File: config.mk
export PLATFORM = sky130hd
export DESIGN_NAME = aof_formatter
export DESIGN_NICKNAME = d
export VERILOG_FILES = /design/src/pkg/aof_pkg.sv /design/src/rtl/aof_formatter.sv
export SDC_FILE = /design/constraint.sdc
export NUM_CORES = 1
export LEC_CHECK = 0
export ABC_CLOCK_PERIOD_IN_PS = 2500
export BUFFER_PORTS_ARGS = -buffer_cell sky130_fd_sc_hd__buf_2
export CAP_MARGIN = 20
export CORE_ASPECT_RATIO = 1.1
export CORE_MARGIN = 2
export CORE_UTILIZATION = 35
export CTS_BUF_LIST = sky130_fd_sc_hd__clkbuf_8
export CTS_CLUSTER_DIAMETER = 30
export DETAILED_ROUTE_END_ITERATION = 10
export GPL_ROUTABILITY_DRIVEN = 0
export PLACE_DENSITY_LB_ADDON = 0.3
export SYNTH_ARGS = -nofsm -noshare
export SYNTH_HDL_FRONTEND = slang
export SYNTH_SLANG_ARGS = --single-unit
export TNS_END_PERCENT = 100
File: constraint.sdc
create_clock -name pclk -period 2.5 [get_ports pclk]
set_input_delay 0.5 -clock pclk [delete_from_list [all_inputs] [get_ports pclk]]
set_output_delay 0.5 -clock pclk [all_outputs]
set_load 0.02 [all_outputs]
File: src/pkg/aof_pkg.sv
package aof_pkg;
	// ==========================================================
	// data path
	localparam int DATA_W = 16;
	localparam int DITHER_W = 16;
	localparam logic [15:0] DITHER_SEED = 16'hace1;
	localparam logic [15:0] DITHER_TAPS = 16'hb400;
	// ==========================================================
	// register map
	localparam logic [11:0] CTRL_OFF = 12'h000;
	localparam logic [11:0] STAT_OFF = 12'h004;
	localparam logic [11:0] IRQ_OFF = 12'h008;
	localparam logic [11:0] MASK_OFF = 12'h00c;
	localparam logic [11:0] LAST_OFF = 12'h010;
	localparam int CTRL_FMT_LSB = 0;
	localparam int CTRL_BUS_LSB = 2;
	localparam int CTRL_SCR_BIT = 4;
	localparam int CTRL_DTH_BIT = 5;
	localparam logic [31:0] CTRL_RESET = 32'h0000_0000;
	localparam logic [1:0] IRQ_RESET = 2'h0;
	localparam int IRQ_RANGE_BIT = 0;
	localparam int IRQ_CLK_BIT = 1;

	// bus modes
	typedef enum logic [1:0] {
		AOF_CMOS_FULL = 2'h0,
		AOF_CMOS_DEMUX = 2'h1,
		AOF_LVDS_LOW = 2'h2,
		AOF_LVDS_STD = 2'h3
	} aof_bus_e;

	typedef struct packed {
		logic [15:0] data;
		logic        range_flag;
	} aof_word_s;

	typedef struct packed {
		logic       two_comp;
		logic       stabilizer;
	} aof_fmt_s;
endpackage : aof_pkg

File: src/rtl/aof_formatter.sv
// Design decisions made here: the APB interface to the registers and the register addresses.
`timescale 1ns/1ps
// What this block does
// - format level 0..3 gives ob/off, ob/on, tc/on, tc/off.
// - range flag follows the current result's over or under range.
// - cmos modes drive separate high flags for bus a and bus b.
// - lvds mode drives one differential range flag, positive means set.
// - in full rate, sample clock out b is a delayed copy of the encode input, clock a its inverse.
// - cmos bus a changes when clock a falls and clock b rises.
// - demux bus b changes at the same edge as bus a.
// - full rate uses bus a only, captured on clock a rise.
// - demux output clocks toggle at half encode rate, samples alternate.
// - scrambling xors every bit above lsb with the lsb.
// - scrambling leaves lsb, range flags and clocks untouched.
// - scrambling only while scramble select or the ctrl scramble bit is high.
// - dither lfsr drives the dac and is subtracted from each result.
// - every output word is sixteen bits in the selected coding.
// - bus level 0..3 gives full cmos, demux cmos, low lvds, lvds.
module aof_formatter #(
	parameter int W = aof_pkg::DATA_W
) (
	input  wire logic         pclk,
	input  wire logic         presetn,
	input  wire logic         psel,
	input  wire logic         penable,
	input  wire logic         pwrite,
	input  wire logic [11:0]  paddr,
	input  wire logic [31:0]  pwdata,
	output logic      [31:0]  prdata,
	output logic              pready,
	output logic              pslverr,
	output logic              irq,
	input  wire logic         encode_input,
	input  wire logic [W-1:0] conv_data,
	input  wire logic         conv_over,
	input  wire logic         conv_under,
	input  wire logic         scramble_select,
	output logic      [W-1:0] dither_value,
	output logic              stabilizer_on,
	output logic      [W-1:0] bus_a,
	output logic      [W-1:0] bus_b,
	output logic              range_flag_bus_a,
	output logic              range_flag_bus_b,
	output logic              range_flag_p,
	output logic              range_flag_n,
	output logic              sample_clock_out_a,
	output logic              sample_clock_out_b,
	output logic              lvds_mode,
	output logic              lvds_low_power
);

	// ==========================================================
	// synchronisers
	logic [1:0] encode_sync_reg;
	logic [1:0] scr_sync_reg;
	logic       encode_d_reg;
	always_ff @(posedge pclk or negedge presetn) begin
		if (!presetn) begin
			encode_sync_reg <= 2'h0;
			scr_sync_reg <= 2'h0;
			encode_d_reg <= 1'b0;
		end else begin
			encode_sync_reg <= {encode_sync_reg[0], encode_input};
			scr_sync_reg <= {scr_sync_reg[0], scramble_select};
			encode_d_reg <= encode_sync_reg[1];
		end
	end
	wire encode_rise = encode_sync_reg[1] & ~encode_d_reg;
	wire encode_fall = ~encode_sync_reg[1] & encode_d_reg;

	// ==========================================================
	// registers
	logic [31:0] ctrl_reg;
	logic [1:0]  irq_reg;
	logic [1:0]  mask_reg;
	wire         wr_en = psel & penable & pwrite;
	wire         rd_hit = paddr < aof_pkg::LAST_OFF && paddr[1:0] == 2'h0;
	wire         wr_ctrl = wr_en && paddr == aof_pkg::CTRL_OFF;
	wire         wr_irq = wr_en && paddr == aof_pkg::IRQ_OFF;
	wire         wr_mask = wr_en && paddr == aof_pkg::MASK_OFF;
	wire [1:0]   fmt_lvl = ctrl_reg[aof_pkg::CTRL_FMT_LSB +: 2];
	wire [1:0]   bus_lvl = ctrl_reg[aof_pkg::CTRL_BUS_LSB +: 2];
	wire         dither_en = ctrl_reg[aof_pkg::CTRL_DTH_BIT];
	// either the pin or the soft bit turns scrambling on
	wire         scr_on = scr_sync_reg[1] |
		ctrl_reg[aof_pkg::CTRL_SCR_BIT];
	aof_pkg::aof_fmt_s fmt;
	assign fmt.two_comp = fmt_lvl[1];
	assign fmt.stabilizer = fmt_lvl[1] ^ fmt_lvl[0];
	aof_pkg::aof_bus_e bus_mode;
	assign bus_mode = aof_pkg::aof_bus_e'(bus_lvl);
	wire demux = bus_mode == aof_pkg::AOF_CMOS_DEMUX;

	// ==========================================================
	// dither generator
	logic [15:0] lfsr_reg;
	wire  [15:0] lfsr_next = lfsr_reg[0] ?
		((lfsr_reg >> 1) ^ aof_pkg::DITHER_TAPS) : (lfsr_reg >> 1);
	always_ff @(posedge pclk or negedge presetn) begin
		if (!presetn) lfsr_reg <= aof_pkg::DITHER_SEED;
		else if (encode_rise && dither_en) lfsr_reg <= lfsr_next;
	end

	// ==========================================================
	// word path
	wire [W-1:0] dith_used = dither_en ? lfsr_reg[W-1:0] : '0;
	wire [W-1:0] corrected = conv_data - dith_used;
	wire [W-1:0] coded = fmt.two_comp ?
		{~corrected[W-1], corrected[W-2:0]} : corrected;
	// lsb copied straight through, upper bits xored with it
	wire [W-1:0] scrambled = scr_on ?
		{coded[W-1:1] ^ {(W-1){coded[0]}}, coded[0]} : coded;
	aof_pkg::aof_word_s word;
	assign word.data = scrambled;
	assign word.range_flag = conv_over | conv_under;

	// ==========================================================
	// output stage, updated on synced encode rise
	logic [W-1:0] bus_a_reg;
	logic [W-1:0] bus_b_reg;
	logic         flag_a_reg;
	logic         flag_b_reg;
	logic         phase_reg;
	logic         clk_a_reg;
	logic         dly_clk_reg;
	logic [W-1:0] pend_data_reg;
	logic         pend_flag_reg;
	wire          take_b = demux & phase_reg;
	wire          load_a = encode_rise & ~demux;
	wire          load_pair = encode_rise & take_b;
	wire          hold_first = encode_rise & demux & ~phase_reg;
	// demux holds the a sample so both buses change on one clock a fall
	always_ff @(posedge pclk or negedge presetn) begin
		if (!presetn) begin
			bus_a_reg <= '0;
			bus_b_reg <= '0;
			flag_a_reg <= 1'b0;
			flag_b_reg <= 1'b0;
			phase_reg <= 1'b0;
			pend_data_reg <= '0;
			pend_flag_reg <= 1'b0;
		end else begin
			if (encode_rise) phase_reg <= demux ? ~phase_reg : 1'b0;
			if (hold_first) begin
				pend_data_reg <= word.data;
				pend_flag_reg <= word.range_flag;
			end
			if (load_a) begin
				bus_a_reg <= word.data;
				flag_a_reg <= word.range_flag;
			end else if (load_pair) begin
				bus_a_reg <= pend_data_reg;
				flag_a_reg <= pend_flag_reg;
				bus_b_reg <= word.data;
				flag_b_reg <= word.range_flag;
			end
		end
	end
	// clock a falls whenever a bus changes, rises half a period later
	always_ff @(posedge pclk or negedge presetn) begin
		if (!presetn) begin
			clk_a_reg <= 1'b0;
			dly_clk_reg <= 1'b0;
		end else begin
			dly_clk_reg <= encode_sync_reg[1];
			if (load_a || load_pair) clk_a_reg <= 1'b0;
			else if (hold_first) clk_a_reg <= 1'b1;
			else if (encode_fall && !demux) clk_a_reg <= 1'b1;
		end
	end
	assign bus_a = bus_a_reg;
	assign bus_b = bus_b_reg;
	assign range_flag_bus_a = flag_a_reg;
	assign range_flag_bus_b = flag_b_reg;
	assign range_flag_p = flag_a_reg;
	assign range_flag_n = ~flag_a_reg;
	assign sample_clock_out_a = clk_a_reg;
	assign sample_clock_out_b = ~clk_a_reg;
	assign dither_value = dith_used;
	assign stabilizer_on = fmt.stabilizer;
	assign lvds_mode = bus_lvl[1];
	assign lvds_low_power = bus_mode == aof_pkg::AOF_LVDS_LOW;

	// ==========================================================
	// interrupts: set wins over write-one clear
	wire [1:0] ev = {load_pair, encode_rise & word.range_flag};
	always_ff @(posedge pclk or negedge presetn) begin
		if (!presetn) begin
			ctrl_reg <= aof_pkg::CTRL_RESET;
			irq_reg <= aof_pkg::IRQ_RESET;
			mask_reg <= aof_pkg::IRQ_RESET;
		end else begin
			if (wr_ctrl) ctrl_reg <= pwdata;
			if (wr_mask) mask_reg <= pwdata[1:0];
			irq_reg <= (irq_reg & ~(wr_irq ? pwdata[1:0] : 2'h0)) | ev;
		end
	end
	assign irq = |(irq_reg & mask_reg);

	// ==========================================================
	// apb read
	logic [31:0] rd_mux;
	always_comb begin
		rd_mux = 32'h0000_0000;
		case (paddr)
			aof_pkg::CTRL_OFF: rd_mux = {26'h0, ctrl_reg[5:0]};
			aof_pkg::STAT_OFF: rd_mux = {24'h0, flag_b_reg, flag_a_reg,
				phase_reg, clk_a_reg, scr_on, demux, fmt.stabilizer,
				fmt.two_comp};
			aof_pkg::IRQ_OFF:  rd_mux = {30'h0, irq_reg};
			aof_pkg::MASK_OFF: rd_mux = {30'h0, mask_reg};
			default:           rd_mux = 32'h0000_0000;
		endcase
	end
	always_ff @(posedge pclk or negedge presetn) begin
		if (!presetn) prdata <= 32'h0000_0000;
		else if (psel && !penable && !pwrite) prdata <= rd_mux;
	end
	assign pready = 1'b1;
	assign pslverr = psel & penable & ~rd_hit;
endmodule : aof_formatter

==> flow_summary.toml, run 1 <==
[worst_setup_path]
critPathSlowestCell = "dfrtp_2"
r2r_cells = 10
cp_cell_sequence = "buf_4 -> nand2_1 -> ha_2 -> o211ai_1 -> a21oi_1 -> buf_4 -> o211ai_1 -> nand3_1 -> xnor2_2 -> o21ai_0"
reg2reg_to = "bus_b[15]"
crit_cells = 10
slowest_delay_ns = 0.45
r2r_setup_slack_ns = 0.13
crit_end = "bus_b[15]"
startpoint = "ctrl_reg[5]"
cp.arrival_ns = 2.62
cp_top_family = "compound AO/OA/AOI/OAI gates"
cp_max_fo = 10
crit_path_end_kind = "flip-flop"
reg2reg_from = "ctrl_reg[5]"
critical_path_class = "flip-flop to flip-flop"
crit_buf_inv = 2
cp.required_ns = 2.76
critPathLaunchType = "flip-flop"

[cells_and_area]
regArea_mm2 = 0.002313
fill_cells = 1345
multiInputGateArea_mm2 = 0.002417
diodes = 0
layout-drive-gt1-share_pct = 33.54
final_nets = 713
fin_util_pct = 43.79
mostFrequentLayoutCells = "buf_2, dfrtp_1, nand2_1"
area_delta_synth_final_pct = 22.32
layout_commonest_cell = "buf_2"
layout.cells.non_filler = 820

[global_route]
first_global_vias = 3987
gr-total-overflow = 0
grt_pass1_wl_um = 19330
track_usage_pct = 16.38
grt_max_degree = 38
grt_antenna_before_repair = 0

[die]
fp.dieH_um = 128.6
core_mm2 = 0.01379
die_area_mm2 = 0.01508
std_cell_rows = 45
initial_core_util_pct = 35.80
pin_count = 161
die_w_um = 117.3

[power_and_ir_drop]
pwr-share-comb_pct = 18.2
p_total_mw = 3.252
power_switching_mw = 0.9602
leakage_nw = 2.997
clockPowerShare_pct = 33.1
peakVddDrop_mv = 0.2731
internal-power_mw = 2.292
power_frac_seq_pct = 48.7
sw_frac_of_total_pct = 29.52
powerDensity_mw_per_mm2 = 538.4

[placed_design]
hpwl_um = 9309
dpl.cell_count = 804
io_buffers = 109

[clocking]
postCtsSetupBuffers = 0
clk_latency_ns = 0.37
clockBufferDepth = 2
cts_sinks = 92
cts_root_buffer = "clkbuf_8"
cts_buffers = 9
cts_tree = "done"
cts.clk_slew.worst_paths_ns = 0.10
htree_levels = 3

[route]
antenna_left = 0
routedWlPerCell_um = 14.53
drtIter0Drc = 104
routed_via_density = 4.796
vias = 3933
route.detailed.drc = 0
firstDrtPassIters = 4
wl_um = 11910

[timing]
setup_violations = 0
slew_viol_final = 0
setup_tns_ns = 0
worst_slew_pin_slew_ns = 0.6353
hold_slack_ns = 0.09026
rsz0062_at_grt = "true"
post-route-period-util_pct = 94.66
timing.slew.headroom_pct = 57.55
max_freq_ghz = 0.4226
clock_skew_ns = 0.01044
hold_viol_final = 0
period_minus_slack_ns = 2.367

[synthesis]
synth_edf_count = 0
syn_inst = 502
yosysUniqueCellTypes = 52
synth_top_flop_cell = "dfrtp_1"
synth_area_mm2 = 0.004938
synth-seq-cells = 92
synthArstFlopShare_pct = 100.0
avgSynthCellArea_um2 = 9.838
synth_seq_area_share_pct = 46.82
ys.warnings.count = 0

[run]
maxCapViolCount = 0

[status]
status = "completed"

[min_path]
hold_path.class = "input pin to asynchronous set/reset pin"
synth_stat cells (all sizes together), types with 4 or more instances:
| cell | n | area, um^2 |
|---|---|---|
| nand2b | 6 | 37.54 |
| xor2 | 10 | 87.58 |
| dfstp | 8 | 210.2 |
| ha | 16 | 200.2 |
| o211ai | 4 | 30.03 |
| mux2 | 26 | 315.3 |
| o2bb2ai | 6 | 52.55 |
| a22o | 4 | 35.03 |
| nor3 | 4 | 20.02 |
| inv | 19 | 71.32 |
| o21ai | 44 | 220.2 |
| xnor2 | 23 | 201.4 |
| buf | 29 | 215.2 |
| a21o | 5 | 37.54 |
| nor2 | 22 | 82.58 |
| clkbuf | 20 | 75.07 |
| a31oi | 4 | 25.02 |
| nor2b | 5 | 31.28 |
| and3 | 6 | 38.79 |
| a21oi | 34 | 170.2 |
| nand3 | 9 | 50.05 |
| dfrtp | 84 | 2102 |
| o32ai | 4 | 35.03 |
| nand2 | 74 | 277.8 |
| o22ai | 5 | 31.28 |
layer usage:
layer / vias up / wire length, um / global-route usage, %
li1: 1930 / - / -
met1: 1865 / 5405 / 21.92
met2: 121 / 5718 / 26.34
met3: 17 / 531 / 2.355
met4: 0 / 255 / 7.266
met5: - / 0 / 0
kinds of logic after synthesis:
logic type / synth area share (%)
other: 0.1521
multiplexers: 6.841
AO/OA/AOI/OAI: 15.91
AND/OR/NAND/NOR: 12.64
buffers and inverters: 7.322
XOR/XNOR: 5.852
adder cells (fa/ha/maj): 4.459
flip-flops: 46.82
what timing repair did:
action	in CTS	in global routing
endpoints found under the setup margin	5	27
gates cloned	0	0
hold buffers	0	0
pin swaps	0	3
gates resized for setup	2	13
worst min-delay path by stage:
stage	depth (start not counted)	endpoint
2_1_floorplan	0	bus_a[0]
3_3_place_gp	0	scr_sync_reg[1]
3_5_place_dp	0	scr_sync_reg[1]
4_1_cts	1	encode_sync_reg[0]
5_1_grt	1	scr_sync_reg[0]
6_report	1	ctrl_reg[3]
layout make-up:
type,count,share of cell area (%)
clock buffer,11,2.506
clock inverter,5,0.9735
inverter,19,1.181
multi-input combinational,365,40.02
sequential,92,38.30
tap,188,3.894
timing repair buffer,140,13.13
power by group through the flow:
stage | combinational (mW) | sequential [mW] | clock [mW]
after detailed placement | 0.582 | 1.61 | 0
after CTS | 0.587 | 1.59 | 1.10
after global placement | 0.572 | 1.61 | 0
final | 0.593 | 1.58 | 1.08
after floorplan | 0.316 | 1.67 | 0
after global routing | 0.655 | 1.59 | 1.16
stage by stage:
step | setup slack (ns) | instance area, um^2
after floorplan | 0.03148 | 5032
after global placement | 0.05589 | 5768
after detailed placement | -0.03350 | 5768
after CTS | 0.006214 | 5987
after global routing | -0.008410 | 6041
final | 0.1335 | 6041
Power figures use the tool's default switching activity.
==> run 2, diff against run 1 <==
--- a/config.mk
+++ b/config.mk
@@ -10,7 +10,7 @@
 export CAP_MARGIN = 20
 export CORE_ASPECT_RATIO = 1.1
 export CORE_MARGIN = 2
-export CORE_UTILIZATION = 35
+export CORE_UTILIZATION = 48
 export CTS_BUF_LIST = sky130_fd_sc_hd__clkbuf_8
 export CTS_CLUSTER_DIAMETER = 30
 export DETAILED_ROUTE_END_ITERATION = 10
==> run 2 against run 1 <==
  * Register-to-register slack got worse by 0.04 ns
  * Critical path depth down 1
  * Sequential power about the same
  * Power is 1.5% higher
  * Sequential share of layout area increased by 0.53 points
  * Worst hold slack better by 0.094 ns
  * Combinational power decreased by 0.8%
==> flow_summary.toml, run 2 (synthesis results as in run 1) <==
[worst_setup_path]
cp.arrival_ns = 2.66
critPathLaunchType = "flip-flop"
cp.required_ns = 2.76
reg2reg_from = "lfsr_reg[0]"
startpoint = "lfsr_reg[0]"
critical_path_class = "flip-flop to flip-flop"
r2r_cells = 9
crit_path_end_kind = "flip-flop"
r2r_setup_slack_ns = 0.1
cp_max_fo = 3

[route]
drtIter0Drc = 212
routedWlPerCell_um = 14.98
vias = 3941
routed_via_density = 5.262
firstDrtPassIters = 4
wl_um = 11220
antenna_left = 0
route.detailed.drc = 0

[die]
core_mm2 = 0.009937
pin_count = 161
die_area_mm2 = 0.01112
fp.dieH_um = 110.4
std_cell_rows = 38
die_w_um = 100.7
initial_core_util_pct = 49.70

[clocking]
cts.clk_slew.worst_paths_ns = 0.09
cts_tree = "done"
cts_resized = 0
postCtsSetupBuffers = 0
htree_levels = 3
cts_buffers = 9
cts_sinks = 92
clk_latency_ns = 0.37
cts_root_buffer = "clkbuf_8"
postCtsHoldBufs = 0
clockBufferDepth = 2

[cells_and_area]
mostFrequentLayoutCells = "buf_2, dfrtp_1, nand2_1"
area_delta_synth_final_pct = 20.57
layout-drive-gt1-share_pct = 32.91
diodes = 0
layout_commonest_cell = "buf_2"
final_area_mm2 = 0.005954
final_nets = 710

[timing]
max_freq_ghz = 0.4161
worst_slew_pin_slew_ns = 0.7418
slew_viol_final = 0
clock_skew_ns = 0.007780
period_minus_slack_ns = 2.403
hold_viol_final = 0
timing.slew.headroom_pct = 50.54
post-route-period-util_pct = 96.13
setup_violations = 0

[placed_design]
dpl_cell_area_mm2 = 0.005660
io_buffers = 109
hpwl_um = 8554

[power_and_ir_drop]
leakage_nw = 2.997
powerDensity_mw_per_mm2 = 554.2
p_total_mw = 3.300
peakVddDrop_mv = 0.2395

[run]
maxCapViolCount = 0

[global_route]
grt_pass1_wl_um = 18260
gr-total-overflow = 0
grt_antenna_before_repair = 0
grt_max_degree = 59
first_global_vias = 3827
track_usage_pct = 21.00

[min_path]
hold_path.class = "input pin to asynchronous set/reset pin"

[status]
status = "completed"
[run 2: cell count changes in the layout (fill, tap and decap cells not counted), moves of 2 or more]
| cell | previous run | this run |
|---|---|---|
| a31oi_2 | 0 | 2 |
| a31oi_1 | 4 | 2 |
| buf_4 | 31 | 28 |
| clkinv_4 | 0 | 2 |
| o21ai_0 | 43 | 41 |
| o21ai_1 | 1 | 3 |
[run 2: area by class of cell]
class,count,area [um^2]
inverters,19,71.32
clock buffers,10,137.6
multi-input cells,365,2424
well taps,120,150.1
fillers,878,3983
clock inverters,6,88.84
repair buffers,137,770.7
flip-flops and latches,92,2312
[run 2: report_power, final]
part / internal, mW / switching, mW / total, mW
combinational: 0.225 / 0.363 / 0.588
sequential: 1.55 / 0.0378 / 1.58
clock: 0.590 / 0.538 / 1.13
total: 2.36 / 0.939 / 3.30
[run 2: layer usage]
layer	track usage (%)	routed length [um]
met5	0	0
met4	8.219	226
met3	3.846	517
met2	33.86	5427
met1	28.26	5050
[run 2: stage by stage]
stage	hold WS (ns)	cells	worst slack [ns]	utilization (%)	TNS [ns]
floorplan	0.2044	525	0.03148	-	0
global placement	0.3398	733	0.02367	56.96	0
detailed placement	0.3463	733	-0.03769	56.96	-0.09165
CTS	0.2074	749	0.03324	59.24	0
global route	0.2171	749	-0.001062	59.92	-0.001062
finish	0.1846	749	0.09663	59.92	0
[run 2: worst max-delay path: stages (launching register included)]
cell	delay (ns)
dfstp_2	0.54
and2_2	0.15
ha_2	0.28
o21bai_4	0.19
xnor2_1	0.15
or3_1	0.34
o32ai_2	0.15
a311oi_2	0.08
buf_4	0.17
mux2_2	0.26
[run 2: worst paths after layout]
check                                     end
setup / recovery                     bus_b[9]
hold / removal                scr_sync_reg[0]
setup reg to reg                     bus_b[9]
hold reg to reg               scr_sync_reg[1]
max in group asynchronous           bus_b[14]
min in group pclk          encode_sync_reg[0]
==> run 3, diff against run 2 <==
--- a/config.mk
+++ b/config.mk
@@ -5,18 +5,20 @@
 export SDC_FILE = /design/constraint.sdc
 export NUM_CORES = 1
 export LEC_CHECK = 0
+export ABC_AREA = 1
 export ABC_CLOCK_PERIOD_IN_PS = 2500
 export BUFFER_PORTS_ARGS = -buffer_cell sky130_fd_sc_hd__buf_2
 export CAP_MARGIN = 20
 export CORE_ASPECT_RATIO = 1.1
 export CORE_MARGIN = 2
-export CORE_UTILIZATION = 48
+export CORE_UTILIZATION = 49
 export CTS_BUF_LIST = sky130_fd_sc_hd__clkbuf_8
 export CTS_CLUSTER_DIAMETER = 30
 export DETAILED_ROUTE_END_ITERATION = 10
 export GPL_ROUTABILITY_DRIVEN = 0
+export MAX_ROUTING_LAYER = met4
 export PLACE_DENSITY_LB_ADDON = 0.3
 export SYNTH_ARGS = -nofsm -noshare
 export SYNTH_HDL_FRONTEND = slang
 export SYNTH_SLANG_ARGS = --single-unit
-export TNS_END_PERCENT = 100
+export TNS_END_PERCENT = 30
==> run 3 against run 2 <==
  * Utilization shrank 3.0 points
  * Routed wire length grew 9.0%
  * Clock power shrank 7%
  * Largest power group unchanged
  * Via count grew 19%
  * Sequential power is essentially flat
  * Synthesized cell count grew 40%
  * Largest cell class unchanged
  * Global-route usage grew 1.2 points
  * Register-to-register slack gained 0.16 ns
  * Final cell count grew 29%
  * Setup slack gained 0.16 ns
  * Area after synthesis grew 8.8%
==> flow_summary.toml, run 3 <==
[status]
status = "completed"

[die]
std_cell_rows = 40
core_mm2 = 0.01081
initial_core_util_pct = 49.70
fp.dieH_um = 113.8
die_area_mm2 = 0.01182
die_w_um = 103.8
pin_count = 161

[synthesis]
synth.most_common_cell = "nand2_1"
synth_top_area_share_pct = 39.12
synthArstFlopShare_pct = 100.0
synth_edf_count = 0
netlist_top_cells_count = "nand2_1, inv_1, dfrtp_1, nand3_1, o21ai_0"
synth_area_mm2 = 0.005373
synth_top_flop_cell = "dfrtp_1"
syn_inst = 704
synth_seq_area_share_pct = 43.04
yosys.area.top_type = "dfrtp_1"
avgSynthCellArea_um2 = 7.632
ys.warnings.count = 0
synth-seq-cells = 92
synth_area_leaders = "dfrtp_1, nand2_1, inv_1, nand3_1, buf_4"
yosysUniqueCellTypes = 40

[placed_design]
preCtsSetupSlack_ns = 0.2923
io_buffers = 109
dpl_cell_area_mm2 = 0.005954
dpl.cell_count = 947
hpwl_um = 9303

[route]
route.detailed.drc = 0
firstDrtPassIters = 5
antenna_left = 0
routed_via_density = 4.872
wl_um = 12240
drtIter0Drc = 280
routedWlPerCell_um = 12.71
vias = 4692

[power_and_ir_drop]
clockPowerShare_pct = 32.9
powerDensity_mw_per_mm2 = 516.1
p_total_mw = 3.177
internal-power_mw = 2.215
pwr-share-comb_pct = 17.5
power_frac_seq_pct = 49.6
peakVddDrop_mv = 0.2322
leakage_nw = 3.415
power_switching_mw = 0.9619
sw_frac_of_total_pct = 30.28

[clocking]
htree_levels = 3
cts_root_buffer = "clkbuf_8"
cts_tree = "done"
cts_resized = 0
cts_buffers = 9
cts.clk_slew.worst_paths_ns = 0.09
clockBufferDepth = 2
postCtsSetupBuffers = 0
clk_latency_ns = 0.37
cts_sinks = 92
postCtsHoldBufs = 0

[timing]
setup_violations = 0
rsz0062_at_grt = "false"
timing.slew.headroom_pct = 55.62
period_minus_slack_ns = 2.245
hold_viol_final = 0
setup_tns_ns = 0
max_freq_ghz = 0.4454
slew_viol_final = 0
clock_skew_ns = 0.005593
layout_setup_ws_ns = 0.2546
post-route-period-util_pct = 89.82
worst_slew_pin_slew_ns = 0.6631

[cells_and_area]
mostFrequentLayoutCells = "nand2_1, buf_2, inv_1"
area_delta_synth_final_pct = 14.58
final_area_mm2 = 0.006156
layout_commonest_cell = "nand2_1"
layout.cells.non_filler = 963
layout-drive-gt1-share_pct = 19.61
diodes = 0
final_nets = 897

[worst_setup_path]
reg2reg_from = "lfsr_reg[0]"
cp_max_fo = 16
r2r_setup_slack_ns = 0.25
cp.arrival_ns = 2.54
cp.required_ns = 2.79
crit_path_end_kind = "flip-flop"
reg2reg_to = "pend_data_reg[4]"
r2r_cells = 9
critical_path_class = "flip-flop to flip-flop"
critPathLaunchType = "flip-flop"

[global_route]
first_global_vias = 4329
track_usage_pct = 22.19
gr-total-overflow = 0
grt_antenna_before_repair = 0
grt_max_degree = 42
grt_pass1_wl_um = 20510

[run]
maxCapViolCount = 0

[min_path]
hold_path.class = "input pin to asynchronous set/reset pin"
==> run 3: cell types whose count changed in the layout (fill, tap and decap cells not counted), moves of 6 or more <==
cell,previous run,this run
nand2b_1,6,0
nand2_1,74,270
mux2_2,20,0
buf_4,28,7
o21ai_0,41,32
xnor2_1,20,13
o2bb2ai_1,6,0
inv_1,20,88
mux2_4,6,0
a21oi_1,32,14
nand3_1,8,47
==> run 3: layout make-up <==
| type | count | area (um^2) |
|---|---|---|
| Fill cell | 1040 | 4654 |
| Multi-Input combinational cell | 498 | 2492 |
| Sequential cell | 92 | 2312 |
| Tap cell | 147 | 183.9 |
| Clock inverter | 6 | 63.81 |
| Clock buffer | 10 | 137.6 |
| Inverter | 94 | 352.8 |
| Timing Repair Buffer | 116 | 613.1 |
==> run 3: cell families after synthesis <==
logic type / after synthesis / share of synthesized area, %
other cells: 2 / 0.1398
fa+ha+maj: 17 / 4.099
simple gates: 367 / 29.20
compound gates: 66 / 7.173
flops: 92 / 43.04
xor+xnor: 23 / 4.169
buf+inv: 137 / 12.18
==> run 3: stage by stage <==
| stage | util (%) | hold slack, ns |
|---|---|---|
| 5_1_grt | 56.94 | 0.07250 |
| 3_3_place_gp | 55.08 | 0.3355 |
| 2_1_floorplan | - | 0.2044 |
| 3_5_place_dp | 55.08 | 0.3387 |
| 6_report | 56.94 | 0.06300 |
| 4_1_cts | 56.94 | 0.06273 |
==> run 3: worst max path at each step <==
stage	depth (start not counted)	endpoint	slack [ns]	from
after floorplan	16	bus_b[12]	0.23	ctrl_reg[5]
final	9	pend_data_reg[4]	0.25	lfsr_reg[0]
after CTS	9	pend_data_reg[4]	0.26	lfsr_reg[0]
after detailed placement	14	bus_a[12]	0.29	conv_data[0]
after global placement	14	bus_a[12]	0.30	conv_data[0]
after global routing	10	pend_data_reg[8]	0.09	ctrl_reg[5]
==> run 3: routing by layer <==
metal  GRT usage (%)  wire, um  up-vias
li1                -         -     2346
met1           29.83      5648     2180
met2           33.60      5662      150
met3           3.829       707       16
met4           9.099       216        0
met5               -         0        -
==> run 3: worst max-delay path, stage by stage, from the launching register on <==
cell	delay [ns]
dfstp_2	0.62
nand2_1	0.07
inv_1	0.07
ha_1	0.29
inv_2	0.12
o21ai_4	0.19
xnor2_1	0.25
xor2_1	0.31
inv_1	0.09
o21ai_0	0.16
==> run 3: power groups by stage <==
stage	Combinational (mW)	Sequential, mW	Clock (mW)
2_1_floorplan	0.339	1.66	0
3_3_place_gp	0.546	1.60	0
3_5_place_dp	0.555	1.60	0
4_1_cts	0.557	1.58	1.07
5_1_grt	0.615	1.58	1.14
6_report	0.555	1.58	1.05
